### config.mk
export PLATFORM = sky130hd
export DESIGN_NAME = hpc_port_cfg
export DESIGN_NICKNAME = d
export VERILOG_FILES = /design/src/logic/hpc_pkg.sv /design/src/logic/hpc_port_cfg.sv /design/src/logic/hpc_edge_det.sv /design/src/logic/hpc_pair_buf.sv
export SDC_FILE = /design/constraint.sdc
export NUM_CORES = 1
export LEC_CHECK = 0
export ABC_AREA = 0
export BUFFER_PORTS_ARGS = -buffer_cell sky130_fd_sc_hd__buf_2
export CAP_MARGIN = 10
export CELL_PAD_IN_SITES_DETAIL_PLACEMENT = 1
export CELL_PAD_IN_SITES_GLOBAL_PLACEMENT = 2
export CORE_MARGIN = 5
export CORE_UTILIZATION = 39
export DETAILED_ROUTE_END_ITERATION = 10
export HOLD_SLACK_MARGIN = 0.02
export PLACE_DENSITY_LB_ADDON = 0.1
export SLEW_MARGIN = 25
export SYNTH_ARGS = -nofsm -noshare
export SYNTH_HDL_FRONTEND = slang
export SYNTH_SLANG_ARGS = --single-unit
### constraint.sdc
create_clock -name core_clk_i -period 3.6 [get_ports core_clk_i]
set_input_delay 0.72 -clock core_clk_i [delete_from_list [all_inputs] [get_ports core_clk_i]]
set_output_delay 0.72 -clock core_clk_i [all_outputs]
set_load 0.005 [all_outputs]
### src/logic/hpc_pkg.sv
`default_nettype none
// ==========================================================
// Shared constants and types of the handshake port block
package hpc_pkg;

  // ========================================================
  // Widths
  localparam int unsigned ADDR_W  = 8;       // Register address width
  localparam int unsigned DATA_W  = 16;      // Register data width
  localparam int unsigned PORT_W  = 8;       // Width of ports B and D
  localparam int unsigned EV_W    = 7;       // Number of watched edges

  // ========================================================
  // Register byte offsets
  localparam logic [7:0] OFS_G2CFG  = 8'h00; // group2_handshake_config
  localparam logic [7:0] OFS_XFER   = 8'h04; // port_transfer_config
  localparam logic [7:0] OFS_PORTB  = 8'h08; // Port B data
  localparam logic [7:0] OFS_PORTD  = 8'h0C; // Port D data
  localparam logic [7:0] OFS_G1CFG  = 8'h10; // Group one control
  localparam logic [7:0] OFS_STATUS = 8'h14; // Block status

  // ========================================================
  // Field positions
  localparam int unsigned G2_EXTRA_OUTPUT_TWO_BIT   = 0;  // extra_output_two
  localparam int unsigned G2_ACKMAN_BIT = 1;  // group2_ack_manual
  localparam int unsigned G2_ACKINV_BIT = 2;  // group2_ack_invert
  localparam int unsigned G2_LRST_BIT   = 8;  // group2_local_reset
  localparam int unsigned G2_DEN_BIT    = 10; // portd_handshake_enable
  localparam int unsigned XF_DIRB_BIT   = 13; // portb_direction
  localparam int unsigned XF_DIRD_BIT   = 14; // portd_direction
  localparam int unsigned XF_DBLB_BIT   = 15; // portb_double_buffer
  localparam int unsigned G1_BEN_BIT    = 0;  // portb_handshake_enable
  localparam int unsigned G1_LRST_BIT   = 8;  // group1_local_reset

  // Positions in the edge watcher vector
  localparam int unsigned EV_GROUP1_REQUEST_LINE  = 0;      // group1_request_line
  localparam int unsigned EV_LRST1 = 1;      // group1_local_reset
  localparam int unsigned EV_LRST2 = 2;      // group2_local_reset
  localparam int unsigned EV_DIRB  = 3;      // portb_direction
  localparam int unsigned EV_DIRD  = 4;      // portd_direction
  localparam int unsigned EV_BEN   = 5;      // portb_handshake_enable
  localparam int unsigned EV_DEN   = 6;      // portd_handshake_enable

  // ========================================================
  // Values after reset
  localparam logic [15:0] CFG_RST  = 16'h0000; // All configuration clear
  localparam logic [7:0]  PORT_RST = 8'h00;    // Port data clear

  // ========================================================
  // Types
  typedef struct packed {
    logic        wr;    // Write strobe
    logic        rd;    // Read strobe
    logic [7:0]  addr;  // Byte address
    logic [15:0] wdata; // Write data
  } hpc_bus_t;

  typedef struct packed {
    logic [9:0] zero;        // Reads as zero
    logic       armed2;      // Port D handshake armed
    logic       armed1;      // Port B handshake armed
    logic       stage1_full; // First buffer holds a word
    logic       fifo_valid;  // Write buffer holds a word
    logic       fifo_ready;  // Write buffer has room
    logic       group1_request_line_level;  // Current group-one request level
  } hpc_status_t;

endpackage
`default_nettype wire

### src/logic/hpc_port_cfg.sv
`timescale 1ns/1ps
`default_nettype none
module hpc_port_cfg
  import hpc_pkg::*;
(
  input  wire logic              core_clk_i,
  input  wire logic              rstn_i,
  input  wire logic              ce_i,
  input  wire hpc_bus_t          bus_i,
  output logic      [15:0]       rdata_o,
  output logic                   portb_wr_ready_o,
  input  wire logic              group1_request_line_i,
  input  wire logic [7:0]        portb_in_i,
  output logic      [7:0]        portb_out_o,
  output logic                   portb_oe_o,
  input  wire logic [7:0]        portd_in_i,
  output logic      [7:0]        portd_out_o,
  output logic                   portd_oe_o,
  output logic                   group2_acknowledge_line_o,
  output logic                   extra_output_two_o,
  output logic                   portb_handshake_active_o,
  output logic                   portd_handshake_active_o
);

  // ========================================================
  // Address decode
  function automatic logic hit(input logic [7:0] a, input logic [7:0] ofs);
    hit = (a == ofs);
  endfunction

  wire wr_g2   = bus_i.wr && hit(bus_i.addr, OFS_G2CFG);  // Group two write
  wire wr_xfer = bus_i.wr && hit(bus_i.addr, OFS_XFER);   // Transfer config write
  wire wr_pb   = bus_i.wr && hit(bus_i.addr, OFS_PORTB);  // Port B data write
  wire wr_pd   = bus_i.wr && hit(bus_i.addr, OFS_PORTD);  // Port D data write
  wire wr_g1   = bus_i.wr && hit(bus_i.addr, OFS_G1CFG);  // Group one write

  // ========================================================
  // Configuration state
  logic [15:0] g2cfg;        // group2_handshake_config
  logic [15:0] xfer;         // port_transfer_config
  logic [15:0] g1cfg;        // Group one control
  logic [7:0]  pd_out;       // Port D output latch
  logic [7:0]  stage1;       // Port B first buffer
  logic        stage1_full;  // First buffer awaits a request
  logic [7:0]  stage2;       // Port B second buffer
  logic [7:0]  pb_in_latch;  // Port B input buffer
  logic        armed1;       // Port B output handshake armed
  logic        armed2;       // Port D output handshake armed

  // Named configuration bits
  wire dbl_b = xfer[XF_DBLB_BIT];    // portb_double_buffer
  wire dir_b = xfer[XF_DIRB_BIT];    // portb_direction
  wire dir_d = xfer[XF_DIRD_BIT];    // portd_direction
  wire ack_man = g2cfg[G2_ACKMAN_BIT]; // group2_ack_manual
  wire ack_inv = g2cfg[G2_ACKINV_BIT]; // group2_ack_invert
  wire en_d = g2cfg[G2_DEN_BIT];     // portd_handshake_enable
  wire en_b = g1cfg[G1_BEN_BIT];     // portb_handshake_enable

  // ========================================================
  // Edge watcher for request line and control bits
  logic [EV_W-1:0] ev_lvl;   // Levels watched
  logic [EV_W-1:0] ev_rise;  // Rising edges
  logic [EV_W-1:0] ev_fall;  // Falling edges

  assign ev_lvl = {en_d, en_b, dir_d, dir_b, g2cfg[G2_LRST_BIT],
                   g1cfg[G1_LRST_BIT], group1_request_line_i};

  hpc_edge_det #(.W(EV_W)) u_edges (
    .core_clk_i (core_clk_i),
    .rstn_i     (rstn_i),
    .ce_i       (ce_i),
    .sig_i      (ev_lvl),
    .rise_o     (ev_rise),
    .fall_o     (ev_fall)
  );

  wire group1_request_line_go = ev_rise[EV_GROUP1_REQUEST_LINE];   // Active edge of group-one request
  wire lrst1   = ev_fall[EV_LRST1];  // Group one reset released
  wire lrst2   = ev_fall[EV_LRST2];  // Group two reset released

  // ========================================================
  // Port B write buffer in front of the first buffer
  logic       fifo_valid;  // Word waiting for the first buffer
  logic       fifo_ready;  // Room for a host write
  logic [7:0] fifo_data;   // Oldest waiting word
  wire        drain_ok;    // First buffer can take a word
  wire        drain;       // Word moves into the first buffer
  wire        xfer_go;     // First buffer moves to the second

  // Double-buffered output holds the first buffer until a request
  assign drain_ok = !dbl_b || !stage1_full || xfer_go;
  assign drain    = ce_i && fifo_valid && drain_ok;
  assign xfer_go  = dbl_b && dir_b && armed1 && stage1_full && group1_request_line_go;

  hpc_pair_buf #(.WIDTH(PORT_W)) u_pb_buf (
    .core_clk_i  (core_clk_i),
    .rstn_i      (rstn_i),
    .ce_i        (ce_i),
    .flush_i     (lrst1),
    .in_valid_i  (wr_pb),
    .in_ready_o  (fifo_ready),
    .in_data_i   (bus_i.wdata[7:0]),
    .out_valid_o (fifo_valid),
    .out_ready_i (drain_ok),
    .out_data_o  (fifo_data)
  );

  assign portb_wr_ready_o = fifo_ready;

  // ========================================================
  // Configuration registers
  always_ff @(posedge core_clk_i or negedge rstn_i) begin
    if (!rstn_i) begin
      g2cfg <= CFG_RST;
      xfer  <= CFG_RST;
      g1cfg <= CFG_RST;
    end else if (ce_i) begin
      if (wr_xfer) xfer <= bus_i.wdata;
      if (wr_g1) g1cfg <= bus_i.wdata;
      if (wr_g2) begin
        g2cfg <= bus_i.wdata;
      end else if (lrst2) begin
        // Handshake setup of group two must be written again
        g2cfg[G2_ACKMAN_BIT] <= 1'b0;
        g2cfg[G2_ACKINV_BIT] <= 1'b0;
        g2cfg[G2_DEN_BIT]    <= 1'b0;
      end
    end
  end

  // ========================================================
  // Handshake arming; a local reset disarms until re-armed
  always_ff @(posedge core_clk_i or negedge rstn_i) begin
    if (!rstn_i) begin
      armed1 <= 1'b0;
      armed2 <= 1'b0;
    end else if (ce_i) begin
      if (lrst1) begin
        armed1 <= 1'b0;
      end else if (ev_rise[EV_DIRB] || ev_rise[EV_BEN]) begin
        armed1 <= 1'b1;
      end
      if (lrst2) begin
        armed2 <= 1'b0;
      end else if (ev_rise[EV_DIRD] || ev_rise[EV_DEN]) begin
        armed2 <= 1'b1;
      end
    end
  end

  // ========================================================
  // Port B buffers
  always_ff @(posedge core_clk_i or negedge rstn_i) begin
    if (!rstn_i) begin
      stage1      <= PORT_RST;
      stage1_full <= 1'b0;
      stage2      <= PORT_RST;
      pb_in_latch <= PORT_RST;
    end else if (ce_i) begin
      if (lrst1) begin
        stage1_full <= 1'b0;
      end else if (drain) begin
        stage1      <= fifo_data;
        stage1_full <= dbl_b;
      end else if (xfer_go || !dbl_b) begin
        stage1_full <= 1'b0;
      end
      if (xfer_go) stage2 <= stage1;
      // Input buffer takes the pins on the request edge
      if (dbl_b && !dir_b && group1_request_line_go) pb_in_latch <= portb_in_i;
    end
  end

  // Port D output latch
  always_ff @(posedge core_clk_i or negedge rstn_i) begin
    if (!rstn_i) begin
      pd_out <= PORT_RST;
    end else if (ce_i && wr_pd) begin
      pd_out <= bus_i.wdata[7:0];
    end
  end

  // ========================================================
  // Pin drive
  assign portb_oe_o  = dir_b;
  assign portb_out_o = dbl_b ? stage2 : stage1;
  assign portd_oe_o  = dir_d;
  assign portd_out_o = pd_out;
  assign extra_output_two_o = g2cfg[G2_EXTRA_OUTPUT_TWO_BIT];
  // Manual bit asserts; invert bit picks the asserted level
  assign group2_acknowledge_line_o = ack_man ^ ack_inv;
  assign portd_handshake_active_o = en_d && (armed2 || !dir_d);
  assign portb_handshake_active_o = en_b && (armed1 || !dir_b);

  // ========================================================
  // Read path; write-only and unmapped addresses read zero
  hpc_status_t status;      // Status word
  logic [15:0] pb_rd;       // Port B read value
  logic [15:0] pd_rd;       // Port D read value
  logic [15:0] rd_word;     // Selected read value

  assign status = '{zero: 10'h000, armed2: armed2, armed1: armed1,
                    stage1_full: stage1_full, fifo_valid: fifo_valid,
                    fifo_ready: fifo_ready, group1_request_line_level: group1_request_line_i};
  // Input reads buffer or live pins; output reads what is driven
  assign pb_rd = {8'h00, dir_b ? portb_out_o : (dbl_b ? pb_in_latch : portb_in_i)};
  assign pd_rd = {8'h00, dir_d ? pd_out : portd_in_i};
  assign rd_word = hit(bus_i.addr, OFS_PORTB)  ? pb_rd :
                   hit(bus_i.addr, OFS_PORTD)  ? pd_rd :
                   hit(bus_i.addr, OFS_STATUS) ? status : 16'h0000;

  // Read data stand only in the cycle after the strobe
  always_ff @(posedge core_clk_i or negedge rstn_i) begin
    if (!rstn_i) begin
      rdata_o <= 16'h0000;
    end else if (ce_i) begin
      rdata_o <= bus_i.rd ? rd_word : 16'h0000;
    end
  end

  wire wr_g2_en = ce_i && wr_g2;  // Group two write taken
endmodule
`default_nettype wire

### src/logic/hpc_edge_det.sv
`timescale 1ns/1ps
`default_nettype none
// ==========================================================
// Rise and fall detector for a vector of levels
module hpc_edge_det
  import hpc_pkg::*;
#(
  parameter int unsigned W = EV_W
) (
  input  wire logic         core_clk_i,
  input  wire logic         rstn_i,
  input  wire logic         ce_i,
  input  wire logic [W-1:0] sig_i,
  output logic      [W-1:0] rise_o,
  output logic      [W-1:0] fall_o
);

  logic [W-1:0] prev;  // Level seen at the last enabled edge

  // Edges are level now against level before
  assign rise_o = sig_i & ~prev;
  assign fall_o = ~sig_i & prev;

  // ========================================================
  // History register, frozen while ce is low
  always_ff @(posedge core_clk_i or negedge rstn_i) begin
    if (!rstn_i) begin
      prev <= '0;
    end else if (ce_i) begin
      prev <= sig_i;
    end
  end

endmodule
`default_nettype wire

### src/logic/hpc_pair_buf.sv
`timescale 1ns/1ps
`default_nettype none
// ==========================================================
// Two-entry buffer with valid and ready on both sides
module hpc_pair_buf
  import hpc_pkg::*;
#(
  parameter int unsigned WIDTH = 8
) (
  input  wire logic             core_clk_i,
  input  wire logic             rstn_i,
  input  wire logic             ce_i,
  input  wire logic             flush_i,
  input  wire logic             in_valid_i,
  output logic                  in_ready_o,
  input  wire logic [WIDTH-1:0] in_data_i,
  output logic                  out_valid_o,
  input  wire logic             out_ready_i,
  output logic      [WIDTH-1:0] out_data_o
);

  logic [WIDTH-1:0] mem [2];   // Two storage words
  logic             wp;        // Write slot
  logic             rp;        // Read slot
  logic [1:0]       cnt;       // Words held
  wire              push;      // Word taken in
  wire              pop;       // Word handed out

  // Honest full and empty
  assign in_ready_o  = (cnt != 2'h2);
  assign out_valid_o = (cnt != 2'h0);
  assign out_data_o  = mem[rp];
  assign push        = ce_i && in_valid_i && in_ready_o;
  assign pop         = ce_i && out_valid_o && out_ready_i;

  // ========================================================
  // Pointers and count; flush empties the buffer
  always_ff @(posedge core_clk_i or negedge rstn_i) begin
    if (!rstn_i) begin
      wp  <= 1'b0;
      rp  <= 1'b0;
      cnt <= 2'h0;
    end else if (ce_i && flush_i) begin
      wp  <= 1'b0;
      rp  <= 1'b0;
      cnt <= 2'h0;
    end else begin
      if (push) wp <= ~wp;
      if (pop) rp <= ~rp;
      cnt <= cnt + {1'b0, push} - {1'b0, pop};
    end
  end

  // Storage, written only on a push
  always_ff @(posedge core_clk_i) begin
    if (push && !flush_i) mem[wp] <= in_data_i;
  end

endmodule
`default_nettype wire

==> metrics.yaml, run 1 <==
global_route:
  grt_pass1_wl_um: 15100
  grt.overflow.total: 0
  grt_max_degree: 65
  grt_antenna_before_repair: 0
  track_usage: 0.170
  grt_pass1_vias: 2731
synthesis:
  synth_top_family_by_area: "multiplexers"
  syn_area_um2: 3840
  synth_top_area_cell: "dfrtp_1"
  synth-seq-cells: 80
  syn_area_per_cell_um2: 13.1
  synth_common_cells: "64 x dfrtp_1, 48 x mux2_2, 17 x o21ai_0"
  async_reset_ff_frac: 0.800
  synthTopCellsByArea: "dfrtp_1 42%, mux2_2 14%, edfxtp_1 12%, mux4_2 4.7%, mux2i_1 3.6%"
  yosys.area_share.simple: 0.0866
  syn-instance-count: 294
  yosys_warnings: 0
  synth-edff-count: 16
  synthXorXnorAreaFrac: 0.0114
  yosysSeqAreaShare: 0.541
  ys_types: 51
  synth.mux.area_fraction: 0.224
  synth_fa_ha_area_frac: 0.00651
  synth-main-ff-cell: "dfrtp_1"
  synth-compound-area-share: 0.0823
  synth.top_cell.area_share: 0.417
  yosysMostFrequentCell: "dfrtp_1"
placed_design:
  dp_hpwl_um: 6990
  dpl_cell_area_um2: 4300
  dp_slack_ns: 0.897
  portBuffers: 73
  place_congestion: 0.751
setup_path:
  cp_slowest_cell: "dfrtp_1"
  path_cells: "buf_4 > mux2_2 > buf_2"
  cp.arrival_ns: 1.82
  cp-start-kind: "flip-flop"
  endpoint_kind: "output pin"
  crit_path_max_incr_delay_ns: 0.67
  critPathMaxFanout: 11
  setup.worst_path.class: "reg -> out"
  cp.required_ns: 2.88
timing:
  fmax_ghz: 0.394
  finalSetupViolCount: 0
  tightestPinTransition_ns: 0.852
  rsz0062_at_grt: "no"
  skew_ns: 0.0131
  fin_ws_ns: 1.06
  min_period_over_period: 0.705
  finalSetupTns_ns: 0
  slew_headroom: 0.432
  hold_viol_final: 0
  period_needed_ns: 2.54
  drv_slew: 0
power:
  irDropWorstVdd_mv: 0.249
  p_seq_frac: 0.492
  power_switching_share: 0.286
  p_leak_nw: 2.08
  powerDensity_nw_per_um2: 505
  switchingPower_uw: 654
  cellInternalPower_mw: 1.63
  p_total_mw: 2.28
  p_clk_frac: 0.327
  comb_power_share: 0.181
finish:
  multi_input_area_um2: 1610
  finalInstanceArea_um2: 4520
  syn_to_final_growth_pct: 17.6
  fillers: 1047
  seq_area_um2: 2080
  fin_nets: 415
  n_antenna_cell: 0
  drive_gt1_frac: 0.419
job:
  max-cap-violations: 0
run_status:
  status: "complete, no violations"
die:
  die_h_um: 109
  start_util: 0.397
  design.die.area_um2: 11900
  core.rowCount: 36
  num_io_pins: 85
  core-area_um2: 9680
  chipWidth_um: 109
cts:
  cts_resized: 0
  cts_num_sinks: 80
  worstSkewPairLatency_ns: 0.36
  cts_buffer_depth: 2
  h-tree-depth: 3
  hold_buffers: 0
  cts_setup_buffers: 0
  cts_tree: "done"
  cts_made_buffers: 9
  cts-root-buf: "clkbuf_8"
  path_clk_slew_ns: 0.09
route:
  firstDrtPassIters: 4
  drt_iter0_markers: 60
  wl_per_cell_um: 18.7
  postRouteAntennaNets: 0
  drcViolationCount: 0
  finalWirelength_um: 9430
  routed_via_density: 5.06
  dr_total_vias: 2555
worst_hold_path:
  hold_class: "reg -> reg"
-- registers in the layout (all words and copies together) (netlist names), 2 cells and up --
signal / cells
g2cfg: 5
u_pb_buf.mem: 16
u_edges.prev: 7
stage2: 8
pb_in_latch: 8
portd_out_o: 8
xfer: 3
u_pb_buf.cnt: 2
g1cfg: 2
stage1: 8
rdata_o: 8
-- cells in the final DEF, fill, tap and decap left out, types with 3 or more instances in the layout --
master      n
a21oi_1    11
a22oi_1     6
buf_2      73
buf_4       4
clkbuf_8    9
conb_1      8
dfrtp_1    64
edfxtp_1   16
inv_1      12
mux2_2     48
mux2i_1    14
mux4_2      8
nand2_1     4
nand3_1     5
nor2_1     16
o21a_1      3
o21ai_0    17
o2bb2ai_1   6
xnor2_1     3
-- critical path: cells and delay by family, from the launching register on --
family,cells,cell delay [ns]
buffers and inverters,2,0.43
muxes,1,0.36
DFF,1,0.67
-- layout make-up --
| cell class | instances | share of cell area |
|---|---|---|
| multi-input combinational | 186 | 0.356 |
| inverter | 13 | 0.0108 |
| clock buffer | 9 | 0.0274 |
| clock inverter | 7 | 0.0210 |
| timing repair buffer | 77 | 0.0875 |
| sequential | 80 | 0.461 |
| tap | 133 | 0.0368 |
-- power groups by stage --
| stage | Sequential [mW] | Combinational (mW) | Clock [mW] |
|---|---|---|---|
| 2_1_floorplan | 1.08 | 0.306 | 0 |
| 3_3_place_gp | 1.14 | 0.412 | 0 |
| 3_5_place_dp | 1.15 | 0.421 | 0 |
| 4_1_cts | 1.12 | 0.424 | 0.767 |
| 5_1_grt | 1.14 | 0.461 | 0.812 |
| 6_report | 1.12 | 0.413 | 0.746 |
-- stage by stage --
stage / instances / utilization / hold slack [ns]
3_3_place_gp: 489 / 0.444 / 0.466
2_1_floorplan: 301 / - / 0.424
3_5_place_dp: 489 / 0.444 / 0.468
4_1_cts: 505 / 0.467 / 0.492
6_report: 505 / 0.467 / 0.483
5_1_grt: 505 / 0.467 / 0.505
-- cells by family (layout without fill, tap and decap cells) --
family,after synthesis,in the layout
buffers and inverters,35,106
flip-flops,80,80
AND/OR/NAND/NOR,51,51
AO/OA/AOI/OAI,50,50
XOR/XNOR,5,5
other,1,8
adder cells (fa/ha/maj),2,2
multiplexers,70,70
-- layer usage --
layer	vias to the layer above	wire, µm	track usage
met2	73	4110	0.249
met5	-	0	0
met4	0	127	0.0508
li1	1209	-	-
met1	1264	4660	0.250
met3	9	533	0.0423
-- worst paths after layout --
check / startpoint / end / slack (ns) / depth (start not counted)
max reg2reg: xfer[13] / u_pb_buf.cnt[1] / 1.39 / 8
min: rdata_o[2] / rdata_o[2] / 0.48 / 1
min in group asynchronous: rstn_i / pb_in_latch[3] / 0.55 / 2
max in group asynchronous: rstn_i / portd_out_o[1] / 2.49 / 2
min reg2reg: rdata_o[2] / rdata_o[2] / 0.48 / 1
max: xfer[15] / portb_out_o[1] / 1.06 / 3
Power figures use the tool's default switching activity.
==> inputs of run 2 (changes only) <==
Settings changed: ABC_AREA 0 to 1, CORE_UTILIZATION 39 to 28.
Clock period 3.6 ns to 2 ns, I/O delays scaled along.
==> metrics.yaml, run 2 <==
run_status:
  status: "complete, no violations"
route:
  dr_total_vias: 3480
  routed_via_density: 4.45
  wl_per_cell_um: 15.4
  postRouteAntennaNets: 0
  wl_met2_um: 5360
  firstDrtPassIters: 4
  drcViolationCount: 0
  dr_wl_met3_um: 522
  highest_layer: "met4"
  drt_iter0_markers: 138
  wirelength_met1_um: 5900
  finalWirelength_um: 12100
synthesis:
  synthTopCellsByArea: "dfrtp_1 40%, nand2_1 21%, edfxtp_1 12%, nand3_1 6.1%, inv_1 3.2%"
  ys_types: 30
  async_reset_ff_frac: 0.800
  yosys_warnings: 0
  syn-instance-count: 513
  synth-seq-cells: 80
  synth_common_cells: "228 x nand2_1, 64 x dfrtp_1, 49 x nand3_1"
  syn_area_um2: 4000
  yosysSeqAreaShare: 0.521
  yosysMostFrequentCell: "nand2_1"
  syn_area_per_cell_um2: 7.80
  synth-edff-count: 16
  synth.top_cell.area_share: 0.401
  synth-main-ff-cell: "dfrtp_1"
  synth_top_area_cell: "dfrtp_1"
finish:
  final_cell_mix: "228 x nand2_1, 73 x buf_2, 64 x dfrtp_1"
  seq_area_um2: 2080
  fin_cells: 782
  fin_nets: 645
  multi_input_area_um2: 1630
  drive_gt1_frac: 0.196
  fillers: 1740
  syn_to_final_growth_pct: 22.1
  final_common_cell: "nand2_1"
  largest_reg_flops: 16
  top_register: "u_pb_buf.mem"
  n_antenna_cell: 0
cts:
  cts_num_sinks: 80
  cts_made_buffers: 9
  cts_resized: 0
  cts_setup_buffers: 0
  cts_buffer_depth: 2
  path_clk_slew_ns: 0.06
  cts_tree: "done"
  cts-root-buf: "clkbuf_16"
  worstSkewPairLatency_ns: 0.34
  hold_buffers: 0
  h-tree-depth: 3
die:
  start_util: 0.287
  core.rowCount: 43
  die_h_um: 130
  num_io_pins: 85
  design.die.area_um2: 16800
  chipWidth_um: 130
  core-area_um2: 13900
setup_path:
  endpoint_kind: "output pin"
  setup.worst_path.class: "reg -> out"
  timing.rr.start: "xfer[15]"
  cpLargestDelayFamily: "flip-flops"
  r2r_slack_ns: 0.38
  cp.arrival_ns: 1.31
  r2r_cells: 9
  path_cells: "inv_2 > nand2_1 > nand2_1 > buf_2"
  r2r_end: "u_pb_buf.cnt[1]"
  setup.worst_path.start: "xfer[15]"
  cp-start-kind: "flip-flop"
  crit_path_max_incr_delay_ns: 0.42
  critPathMaxFanout: 11
  cp_slowest_cell: "dfrtp_1"
  cpMostUsedCell: "nand2_1"
  cp.required_ns: 1.60
  critPathBufInv: 2
global_route:
  grt_pass1_vias: 3652
  track_usage: 0.151
  grt_pass1_wl_um: 19500
  grt_antenna_before_repair: 0
  grt.overflow.total: 0
  grt_max_degree: 65
timing:
  rsz0062_at_grt: "no"
  min_period_over_period: 0.857
  finalSetupTns_ns: 0
  fmax_ghz: 0.583
  finalSetupViolCount: 0
  skew_ns: 0.00607
  hold_viol_final: 0
  drv_slew: 0
  period_needed_ns: 1.71
power:
  switchingPower_mw: 1.45
  cellInternalPower_mw: 3.22
  p_seq_frac: 0.439
  powerDensity_nw_per_um2: 956
  p_leak_nw: 2.65
  p_clk_frac: 0.350
  comb_power_share: 0.210
  irDropWorstVdd_mv: 0.330
  power_switching_share: 0.310
job:
  max-cap-violations: 0
placed_design:
  portBuffers: 73
  place_congestion: 0.737
  dp_hpwl_um: 9310
  place_inst: 766
worst_hold_path:
  hold_class: "in -> async"
-- run 2: cell types whose count changed in the layout (fill, tap and decap cells not counted), moves of 10 or more --
cell,previous run,this run
nand3_1,5,49
buf_4,4,15
o21ai_1,0,10
mux2i_1,14,0
inv_1,12,34
mux2_2,48,0
nand2_1,4,228
-- run 2: metal layers --
layer,GRT usage,up-vias
met4,0.0623,0
met2,0.235,67
met1,0.207,1622
met5,0,-
li1,-,1776
met3,0.0280,15
-- run 2: layout make-up --
cell class / instances / area share
clock inverters: 5 / 0.0115
well taps: 180 / 0.0461
flip-flops and latches: 80 / 0.427
clock buffers: 11 / 0.0477
multi-input cells: 376 / 0.335
repair buffers: 89 / 0.102
inverters: 41 / 0.0315
-- run 2: power by group through the flow --
| stage | Clock, mW | Combinational (mW) | Sequential, mW |
|---|---|---|---|
| 2_1_floorplan | 0 | 0.670 | 2.01 |
| 4_1_cts | 1.69 | 1.01 | 2.05 |
| 3_3_place_gp | 0 | 0.994 | 2.08 |
| 3_5_place_dp | 0 | 1.01 | 2.09 |
| 5_1_grt | 1.76 | 1.16 | 2.08 |
| 6_report | 1.64 | 0.981 | 2.05 |
-- run 2: kinds of logic (layout without fill, tap and decap cells) --
group,after synthesis,in the layout,synth area share
xor+xnor,3,3,0.00657
fa+ha+maj,2,2,0.00626
compound gates,50,50,0.0660
simple gates,313,313,0.322
buf+inv,64,146,0.0776
other cells,1,8,0.000938
flops,80,80,0.521
-- run 2: through the flow --
step	power (mW)	area [µm²]	hold slack (ns)	worst slack, ns	utilization
2_1_floorplan	2.68	4030	0.104	0.110	-
3_3_place_gp	3.08	4590	0.453	0.213	0.330
3_5_place_dp	3.10	4590	0.457	0.194	0.330
4_1_cts	4.76	4880	0.0912	0.247	0.350
5_1_grt	5.00	4880	0.115	0.209	0.350
6_report	4.67	4880	0.0684	0.286	0.350
-- run 2: how the worst max path moves through the flow --
stage | to | cells after the start
floorplan | u_pb_buf.mem[0][0] | 5
global placement | u_pb_buf.mem[0][7] | 7
detailed placement | u_pb_buf.mem[0][0] | 7
CTS | portb_handshake_active_o | 3
global route | portb_out_o[7] | 4
finish | portb_out_o[7] | 4
-- run 2: worst reg2reg max path: stages, from the launching register on --
cell and delay, ns:
dfrtp_1 0.40, nand2_1 0.09, o21bai_1 0.16, nand2_1 0.10, inv_2 0.05, ha_1 0.26, inv_1 0.04, ha_1 0.19
xor2_1 0.16, nor2_1 0.05
==> inputs of run 3 (changes only) <==
Settings changed: GPL_TIMING_DRIVEN from default to 0.
==> metrics.yaml, run 3 (synthesis gave the netlist of run 2 again) <==
run_status:
  status: "complete, no violations"
timing:
  fmax_ghz: 0.544
  whs_ns: 0.265
  tightestPinTransition_ns: 0.681
  skew_ns: 0.00614
  hold_viol_final: 0
  period_needed_ns: 1.84
  drv_slew: 0
  rsz0062_at_grt: "no"
  slew_headroom: 0.544
  min_period_over_period: 0.919
  finalSetupViolCount: 0
setup_path:
  crit_path_max_incr_delay_ns: 0.42
  setup.worst_path.class: "reg -> out"
  endpoint_kind: "output pin"
  critPathBufInv: 2
  cp_slowest_cell: "clkbuf_1"
  cpLargestDelayFamily: "buffers and inverters"
  cp.depth: 3
  cp-start-kind: "flip-flop"
  cp.required_ns: 1.60
  cp.arrival_ns: 1.44
  critPathMaxFanout: 10
  path_cells: "clkbuf_1 > a21boi_0 > buf_2"
  r2r_cells: 11
cts:
  h-tree-depth: 3
  path_clk_slew_ns: 0.06
  worstSkewPairLatency_ns: 0.34
  cts_num_sinks: 80
  cts_buffer_depth: 2
  cts_tree: "done"
  cts_made_buffers: 9
  cts-root-buf: "clkbuf_16"
route:
  dr_total_vias: 3564
  postRouteAntennaNets: 0
  wl_per_cell_um: 15.6
  drt_iter0_markers: 141
  firstDrtPassIters: 4
  routed_via_density: 4.49
  drcViolationCount: 0
  finalWirelength_um: 12400
power:
  p_total_mw: 4.62
  powerDensity_nw_per_um2: 931
  irDropWorstVdd_mv: 0.386
  p_leak_nw: 2.69
global_route:
  track_usage: 0.155
  grt_antenna_before_repair: 0
  grt.overflow.total: 0
  grt_max_degree: 41
  grt_pass1_wl_um: 20000
  grt_pass1_vias: 3752
placed_design:
  place_congestion: 0.740
  place_inst: 774
  portBuffers: 73
  dp_hpwl_um: 9680
die:
  num_io_pins: 85
  design.die.area_um2: 16800
  core-area_um2: 13900
  die_h_um: 130
  core.rowCount: 43
  chipWidth_um: 130
  start_util: 0.287
finish:
  n_antenna_cell: 0
  drive_gt1_frac: 0.207
  fillers: 1717
  top_register: "u_pb_buf.mem"
  fin_cells: 793
  final_cell_mix: "228 x nand2_1, 77 x buf_2, 64 x dfrtp_1"
  fin_nets: 656
  syn_to_final_growth_pct: 24.1
  largest_reg_flops: 16
  final_common_cell: "nand2_1"
job:
  max-cap-violations: 0
worst_hold_path:
  min_path_cells: 3
  hold_class: "in -> reg"
## run 3: cell types whose count changed in the layout (fill, tap and decap cells not counted), moves of 3 or more
cell / delta
buf_6: +5
clkbuf_1: +3
buf_2: +4
buf_4: -3
clkinvlp_4: +3
## run 3: worst register-to-register path: stages (launching register included)
cell	delay, ns
dfrtp_1	0.34
buf_6	0.15
nand2_1	0.07
o21bai_1	0.15
nand2_1	0.11
buf_6	0.13
inv_2	0.04
ha_1	0.27
inv_1	0.04
ha_1	0.19
xor2_1	0.16
nor2_1	0.09
## run 3: per-layer routing
layer | GRT usage | share of wire | routed length (µm)
met5 | 0 | 0 | 0
met4 | 0.0550 | 0.016 | 200
met3 | 0.0268 | 0.040 | 493
met2 | 0.248 | 0.46 | 5640
met1 | 0.213 | 0.49 | 6020
## run 3: where the power goes
group	leakage [nW]	switching (mW)	internal, mW
Clock	0.121	0.686	0.843
Combinational	1.59	0.656	0.406
Sequential	0.973	0.147	1.88
Total	2.69	1.49	3.13
## run 3: path summary, 6_finish.rpt
kind	start	to	slack, ns
min reg2reg	u_edges.prev[5]	u_edges.prev[5]	0.47
max in group asynchronous	rstn_i	g2cfg[1]	0.94
min	bus_i[10]	g2cfg[10]	0.27
max reg2reg	xfer[15]	u_pb_buf.cnt[1]	0.20
max	xfer[14]	portd_handshake_active_o	0.16
min in group asynchronous	rstn_i	stage2[6]	0.53
## run 3: area by class of cell
class / count / area [µm²] / share of cell area
Clock inverter: 6 / 43.8 / 0.00883
Tap cell: 180 / 225 / 0.0454
Clock buffer: 10 / 229 / 0.0462
Timing Repair Buffer: 77 / 420 / 0.0847
Inverter: 41 / 154 / 0.0310
Multi-Input combinational cell: 376 / 1640 / 0.331
Buffer: 23 / 164 / 0.0330
Sequential cell: 80 / 2080 / 0.420
## run 3: what timing repair did
item	in CTS	in global routing
gates resized for setup	0	2
hold endpoints to repair	24	0
hold buffers	1	0
endpoints found under the setup margin	0	2
setup buffers	0	2
## run 3: through the flow
step / TNS (ns) / area (µm²) / setup WS (ns) / util
2_1_floorplan: 0 / 4030 / 0.110 / -
3_3_place_gp: -6.99 / 4620 / -0.437 / 0.331
3_5_place_dp: -1.86 / 4660 / -0.140 / 0.334
4_1_cts: 0 / 4940 / 0.0768 / 0.354
5_1_grt: 0 / 4960 / 0.0303 / 0.356
6_report: 0 / 4960 / 0.162 / 0.356
